<file path="config.mk">
export PLATFORM = sky130hd
export DESIGN_NAME = espc_pin_ctrl
export DESIGN_NICKNAME = d
export VERILOG_FILES = /design/src/design/espc_pkg.sv /design/src/design/espc_sync.sv /design/src/design/espc_pin_ctrl.sv
export SDC_FILE = /design/constraint.sdc
export NUM_CORES = 1
export LEC_CHECK = 0
export CAP_MARGIN = 20
export CORE_MARGIN = 2
export CORE_UTILIZATION = 60
export CTS_CLUSTER_SIZE = 14
export DETAILED_ROUTE_END_ITERATION = 10
export DONT_BUFFER_PORTS = 1
export PLACE_DENSITY = 0.78
export SLEW_MARGIN = 15
export SYNTH_ARGS = -nofsm -noshare
export SYNTH_HDL_FRONTEND = slang
export SYNTH_SLANG_ARGS = --single-unit
</file>
<file path="constraint.sdc">
create_clock -name clk_i -period 2.2 [get_ports clk_i]
set_clock_uncertainty 0.05 [all_clocks]
set_input_delay 0.22 -clock clk_i [delete_from_list [all_inputs] [get_ports clk_i]]
set_output_delay 0.22 -clock clk_i [all_outputs]
set_load 0.05 [all_outputs]
</file>
<file path="src/design/espc_pkg.sv">
package espc_pkg;
	localparam int unsigned BYTE_W   = 8;
	localparam int unsigned CNT_W    = 3;
	localparam int unsigned PIN_N    = 5;
	// positions of the pins inside the synchroniser vector
	localparam int unsigned PIN_CS   = 0;
	localparam int unsigned PIN_SCK  = 1;
	localparam int unsigned PIN_MOSI = 2;
	localparam int unsigned PIN_WP   = 3;
	localparam int unsigned PIN_HOLD = 4;
	// synchroniser reset value: select, protect and pause pins idle high
	localparam logic [PIN_N-1:0] PIN_RST  = 5'h19;
	localparam logic [BYTE_W-1:0] SHIFT_RST = 8'h00;
	localparam logic [CNT_W-1:0]  CNT_RST   = 3'h0;
	localparam logic [CNT_W-1:0]  CNT_LAST  = 3'h7;
endpackage

</file>
<file path="src/design/espc_sync.sv">
module espc_sync #(
	parameter int unsigned       W   = 1,
	parameter logic [W-1:0]      RST = '0
) (
	input  wire logic         clk_i,
	input  wire logic         resetn_i,
	input  wire logic [W-1:0] async_i,
	output logic      [W-1:0] sync_o
);
	logic [W-1:0] stage1;
	logic [W-1:0] next_stage1;
	logic [W-1:0] next_sync;

	if (W < 1) begin : g_bad_width
		$error("espc_sync: width must be at least 1");
	end

	always_comb begin
		next_stage1 = async_i;
		next_sync   = stage1;
	end

	always_ff @(posedge clk_i or negedge resetn_i) begin
		if (!resetn_i) begin
			stage1 <= RST;
			sync_o <= RST;
		end else begin
			stage1 <= next_stage1;
			sync_o <= next_sync;
		end
	end
endmodule // espc_sync

</file>
<file path="src/design/espc_pin_ctrl.sv">
// What this block does
// select high means deselected, output floating; select low means active
// standby only when deselected and no self-timed write is running
// nothing is accepted until a select falling edge after power-on
// data input bits are captured on serial clock rising edges
// data output changes after each serial clock falling edge
// master sends instructions, addresses and data on the data input only
// protect low rejects writes; reads and everything else keep working
// protect falling before final data bit clears latch, no programming
// a started write cycle is not touched by protect or latch changes
// pause only recognised while selected
// pause begins on pause pin falling while clock low
// pause ends on pause pin rising while clock low
// while paused output floats, data and clock inputs ignored
// pause keeps bit and byte position for resumption
// deselect while paused resets sequence, pause survives reselection
// master uses clock modes zero-zero or one-one only
// clock may idle low or high between transfers
// all fields shift most significant bit first
// write enable latch needed for writes, cleared by protect low
// bit counter restarts whenever select rises
module espc_pin_ctrl (
	input  wire logic                        clk_i,
	input  wire logic                        resetn_i,
	input  wire logic                        cs_n_i,
	input  wire logic                        sck_i,
	input  wire logic                        mosi_i,
	input  wire logic                        wp_n_i,
	input  wire logic                        hold_n_i,
	input  wire logic [espc_pkg::BYTE_W-1:0] tx_byte_i,
	input  wire logic                        wel_set_i,
	input  wire logic                        wel_clear_i,
	input  wire logic                        write_stream_i,
	input  wire logic                        prog_req_i,
	input  wire logic                        write_busy_i,
	output logic                             miso_o,
	output logic                             miso_oe_o,
	output logic [espc_pkg::BYTE_W-1:0]      rx_byte_o,
	output logic                             rx_valid_o,
	output logic                             wel_o,
	output logic                             program_start_o,
	output logic                             active_o,
	output logic                             standby_o,
	output logic                             paused_o
);
	logic [espc_pkg::PIN_N-1:0]  pins_s;
	logic                        cs_n_s;
	logic                        sck_s;
	logic                        mosi_s;
	logic                        wp_n_s;
	logic                        hold_n_s;

	logic                        prev_cs;
	logic                        prev_sck;
	logic                        prev_hold;
	logic                        prev_wp;
	logic                        armed;
	logic                        abort;
	logic [espc_pkg::CNT_W-1:0]  bit_cnt;
	logic [espc_pkg::BYTE_W-1:0] rx_shift;
	logic [espc_pkg::BYTE_W-1:0] tx_shift;

	logic                        next_armed;
	logic                        next_paused;
	logic                        next_abort;
	logic [espc_pkg::CNT_W-1:0]  next_bit_cnt;
	logic [espc_pkg::BYTE_W-1:0] next_rx_shift;
	logic [espc_pkg::BYTE_W-1:0] next_tx_shift;
	logic [espc_pkg::BYTE_W-1:0] next_rx_byte;
	logic                        next_rx_valid;
	logic                        next_miso;
	logic                        next_miso_oe;
	logic                        next_wel;
	logic                        next_prog;
	logic                        next_active;
	logic                        next_standby;

	logic cs_fall;
	logic cs_rise;
	logic sck_rise;
	logic sck_fall;
	logic hold_fall;
	logic hold_rise;
	logic wp_fall;
	logic live;

	////////////////////////////////////////////////////////////////////////
	espc_sync #(
		.W   (espc_pkg::PIN_N),
		.RST (espc_pkg::PIN_RST)
	) espc_sync_inst (
		.clk_i    (clk_i),
		.resetn_i (resetn_i),
		.async_i  ({hold_n_i, wp_n_i, mosi_i, sck_i, cs_n_i}),
		.sync_o   (pins_s)
	);

	assign cs_n_s   = pins_s[espc_pkg::PIN_CS];
	assign sck_s    = pins_s[espc_pkg::PIN_SCK];
	assign mosi_s   = pins_s[espc_pkg::PIN_MOSI];
	assign wp_n_s   = pins_s[espc_pkg::PIN_WP];
	assign hold_n_s = pins_s[espc_pkg::PIN_HOLD];

	assign cs_fall   = prev_cs & ~cs_n_s;
	assign cs_rise   = ~prev_cs & cs_n_s;
	assign sck_rise  = ~prev_sck & sck_s;
	assign sck_fall  = prev_sck & ~sck_s;
	assign hold_fall = prev_hold & ~hold_n_s;
	assign hold_rise = ~prev_hold & hold_n_s;
	assign wp_fall   = prev_wp & ~wp_n_s;
	// transfer may advance: armed, selected, not paused
	assign live      = armed & ~cs_n_s & ~paused_o;

	////////////////////////////////////////////////////////////////////////
	always_comb begin
		next_armed    = armed | cs_fall;
		next_paused   = paused_o;
		next_bit_cnt  = bit_cnt;
		next_rx_shift = rx_shift;
		next_tx_shift = tx_shift;
		next_rx_byte  = rx_byte_o;
		next_rx_valid = 1'b0;
		next_miso     = miso_o;
		// pause pin seen only while selected, clock low
		if (!cs_n_s && !sck_s && hold_fall) begin // see
			next_paused = 1'b1;
		end else if (!cs_n_s && !sck_s && hold_rise) begin
			next_paused = 1'b0;
		end
		if (cs_rise) begin
			// sequence restarts, pause flag is kept
			next_bit_cnt  = espc_pkg::CNT_RST; // see
			next_rx_shift = espc_pkg::SHIFT_RST;
			next_tx_shift = espc_pkg::SHIFT_RST;
		end else if (live && sck_rise) begin // see see
			next_rx_shift = {rx_shift[espc_pkg::BYTE_W-2:0], mosi_s};
			next_bit_cnt  = bit_cnt + 3'h1;
			if (bit_cnt == espc_pkg::CNT_LAST) begin
				next_rx_byte  = {rx_shift[espc_pkg::BYTE_W-2:0], mosi_s};
				next_rx_valid = 1'b1;
			end
		end else if (live && sck_fall) begin // see
			if (bit_cnt == espc_pkg::CNT_RST) begin
				next_miso     = tx_byte_i[espc_pkg::BYTE_W-1];
				next_tx_shift = {tx_byte_i[espc_pkg::BYTE_W-2:0], 1'b0};
			end else begin
				next_miso     = tx_shift[espc_pkg::BYTE_W-1];
				next_tx_shift = {tx_shift[espc_pkg::BYTE_W-2:0], 1'b0};
			end
		end
		next_miso_oe = armed & ~cs_n_s & ~paused_o; // see
	end

	always_ff @(posedge clk_i or negedge resetn_i) begin
		if (!resetn_i) begin
			prev_cs    <= 1'b1;
			prev_sck   <= 1'b0;
			prev_hold  <= 1'b1;
			prev_wp    <= 1'b1;
			armed      <= 1'b0;
			paused_o   <= 1'b0;
			bit_cnt    <= espc_pkg::CNT_RST;
			rx_shift   <= espc_pkg::SHIFT_RST;
			tx_shift   <= espc_pkg::SHIFT_RST;
			rx_byte_o  <= espc_pkg::SHIFT_RST;
			rx_valid_o <= 1'b0;
			miso_o     <= 1'b0;
			miso_oe_o  <= 1'b0;
		end else begin
			prev_cs    <= cs_n_s;
			prev_sck   <= sck_s;
			prev_hold  <= hold_n_s;
			prev_wp    <= wp_n_s;
			armed      <= next_armed;
			paused_o   <= next_paused;
			bit_cnt    <= next_bit_cnt;
			rx_shift   <= next_rx_shift;
			tx_shift   <= next_tx_shift;
			rx_byte_o  <= next_rx_byte;
			rx_valid_o <= next_rx_valid;
			miso_o     <= next_miso;
			miso_oe_o  <= next_miso_oe;
		end
	end

	////////////////////////////////////////////////////////////////////////
	always_comb begin
		// a set while protect is high wins over a command clear
		if (wel_set_i && wp_n_s) begin
			next_wel = 1'b1;
		end else if (wel_clear_i || !wp_n_s) begin
			next_wel = 1'b0;
		end else begin
			next_wel = wel_o;
		end
		next_abort = abort;
		if (wp_fall && write_stream_i) begin
			next_abort = 1'b1;
		end else if (cs_fall) begin
			next_abort = 1'b0;
		end
		// busy write is left alone; only a fresh start is gated
		next_prog = prog_req_i & wel_o & wp_n_s & ~abort // see
			& ~write_busy_i;
		next_active = ~cs_n_s | write_busy_i; // see
		next_standby = ~next_active;
	end

	always_ff @(posedge clk_i or negedge resetn_i) begin
		if (!resetn_i) begin
			wel_o           <= 1'b0;
			abort           <= 1'b0;
			program_start_o <= 1'b0;
			active_o        <= 1'b0;
			standby_o       <= 1'b1;
		end else begin
			wel_o           <= next_wel;
			abort           <= next_abort;
			program_start_o <= next_prog;
			active_o        <= next_active;
			standby_o       <= next_standby;
		end
	end
endmodule // espc_pin_ctrl

</file>
==> results.cfg <==
[placement]
routabilityCongestion = 0.756
post-place-cells = 189
dp_hpwl_um = 2090
placed_area_um2 = 1930
dp_slack_ns = 0.325
io_buffer_count = 0

[logic_synthesis]
syn-cell-area_um2 = 1890
ys.flop_type = dfrtp_1
avgSynthCellArea_um2 = 12.8
syn_inst = 148
yosys.area.top_type = dfrtp_1
ys_ff_latch = 49
synthArstFlopShare_pct = 100
netlist_top_cells_area = dfrtp_1, dfstp_2, mux2i_1
yosysWarnings = 0
ys_types = 25
seq_area_frac_synth_pct = 65.5
netlist.area_leader.share_pct = 51.6
synth_fp_nets = 171
synth-edff-count = 0

[drt]
drc_errors = 0
initialDrtViolationCount = 53
postRouteAntennaNets = 0
vias = 1158
first_pass_iters = 4
drt-total-wl_um = 3010
post_drt_via_cell_ratio = 5.49
wl_per_cell_um = 14.3

[grt]
gr-total-overflow = 0
grt_max_degree = 50
grt_pass1_wl_um = 5000
antenna_found_initial = 0
grt_usage_pct = 19.7
grt_pass1_vias = 1122

[clock_tree]
tritoncts = built
clkSinkCount = 49
ctsHoldBuffers = 12
cts_setup_buffers = 0
path_clk_slew_ns = 0.13
ctsLongestPathBuffers = 2
cts_root_buffer = clkbuf_4
cts_buffers = 5
post_cts_resized = 0
cts_max_level = 2
clock_latency_ns = 0.36

[timing]
rsz0062_at_grt = no
tns_ns = 0
fmax_mhz = 526
hold_viol = 0
layout_min_cycle_time_ns = 1.90
max_slew_margin_pct = 48.9
worstMarginPinSlew_ns = 0.765
holdWs_ns = 0.0165
final_max_slew_viol_count = 0
setup_viol = 0
min_period_over_period_pct = 86.4
fin_ws_ns = 0.299

[critical_path]
crit_path_end_kind = register
crit_arrival_ns = 2.11
endpoint = rx_byte_o[0]
ff2ff_setup_slack_ns = 0.30
r2r-start = espc_sync_inst.sync_o[1]
cp.required_ns = 2.40
crit_path_start_kind = register
r2r_cells = 3
startpoint = espc_sync_inst.sync_o[1]
reg2reg_to = rx_byte_o[0]
cp_max_fo = 12
crit_type = register to register

[floorplan]
die_h_um = 60.1
initial_core_util_pct = 62.4
rows = 20
die_width_um = 60.1
die_area_um2 = 3620
num_io_pins = 36
coreArea_um2 = 3030

[cells_and_area]
drive_gt1_share_pct = 19.8
finish.net_count = 189
layout_common_cells = dfrtp_1, nand2_1, dlygate4sd3_1, o21ai_0, nand3_1
syn2layout_area_growth_pct = 14.1
final_cell_area_um2 = 2160
fin_cells = 211
final_common_cell = dfrtp_1
diodes = 0

[power_and_ir_drop]
power_frac_comb_pct = 7.3
switchingPower_mw = 0.383
p_clk_share_pct = 28.6
p_int_mw = 1.18
power_density_nw_per_um2 = 724
swShare_pct = 24.5
seqPwrFrac_pct = 64.1
vdd_drop_max_mv = 0.560
power.leakage_nw = 1.01

[hold_path]
min_path_type = input pin to register

[job]
drv_cap = 0

[outcome]
status = completed
-- registers in the layout (all words and copies together), names as in the netlist, 3 cells and up --
signal	count
rx_byte_o	8
espc_sync_inst.sync_o	5
espc_sync_inst.next_sync	5
bit_cnt	3
rx_shift	7
tx_shift	7
-- how the worst min path moves through the flow --
stage                             from    endpoint  slack, ns  cells past startpoint
final                     tx_byte_i[7]      miso_o       0.02                      2
after global placement        resetn_i  rx_valid_o      -0.12                      0
after CTS                  wel_clear_i       wel_o      0.003                      2
after global routing      tx_byte_i[7]      miso_o       0.03                      2
after floorplan               resetn_i       abort      -0.13                      0
after detailed placement      resetn_i  rx_valid_o      -0.12                      0
-- critical path, stage by stage, from the launching register on --
cell,delay (ns)
dfrtp_1,0.43
nor2b_1,0.65
nand2_2,0.31
mux2_2,0.37
-- power by group through the flow --
stage	Sequential, mW	Clock [mW]	Combinational (mW)
global placement	1.02	0	0.0712
detailed placement	1.02	0	0.0748
global route	1.01	0.503	0.128
CTS	1.00	0.456	0.112
floorplan	1.02	0	0.0567
finish	1.00	0.447	0.113
-- cell families (layout without fill, tap and decap cells) --
logic type / after synthesis / after routing / synth area share, %
compound gates: 25 / 25 / 7.54
fa+ha+maj: 3 / 3 / 1.99
simple gates: 43 / 43 / 12.4
mux: 17 / 17 / 9.53
flops: 49 / 49 / 65.5
buf+inv: 11 / 30 / 3.04
-- synth_stat cells, drive strengths merged (4+ instances only) --
| master | number |
|---|---|
| o21ai | 12 |
| nor2b | 5 |
| a211oi | 4 |
| nand2b | 4 |
| a21oi | 6 |
| nand2 | 16 |
| mux2i | 9 |
| inv | 5 |
| nand3 | 11 |
| dfrtp | 39 |
| dfstp | 10 |
| mux2 | 8 |
-- stage by stage --
stage	util (%)	total power, mW
2_1_floorplan	-	1.07
3_3_place_gp	63.7	1.09
3_5_place_dp	63.7	1.09
4_1_cts	70.6	1.57
5_1_grt	71.2	1.64
6_report	71.2	1.56
-- final cells by class --
| type | instances | area [µm²] |
|---|---|---|
| Sequential cell | 49 | 1240 |
| Fill cell | 207 | 871 |
| Multi-Input combinational cell | 88 | 594 |
| Timing Repair Buffer | 17 | 180 |
| Clock buffer | 7 | 65.1 |
| Tap cell | 44 | 55.1 |
| Inverter | 5 | 18.8 |
| Clock inverter | 1 | 5.00 |
-- layer usage --
layer	share of wire [%]	track usage [%]
met2	51	30.6
met4	2.9	13.0
met1	43	24.1
met5	0	0
met3	3.9	5.19
No activity file was read; power rests on OpenSTA's default activity.
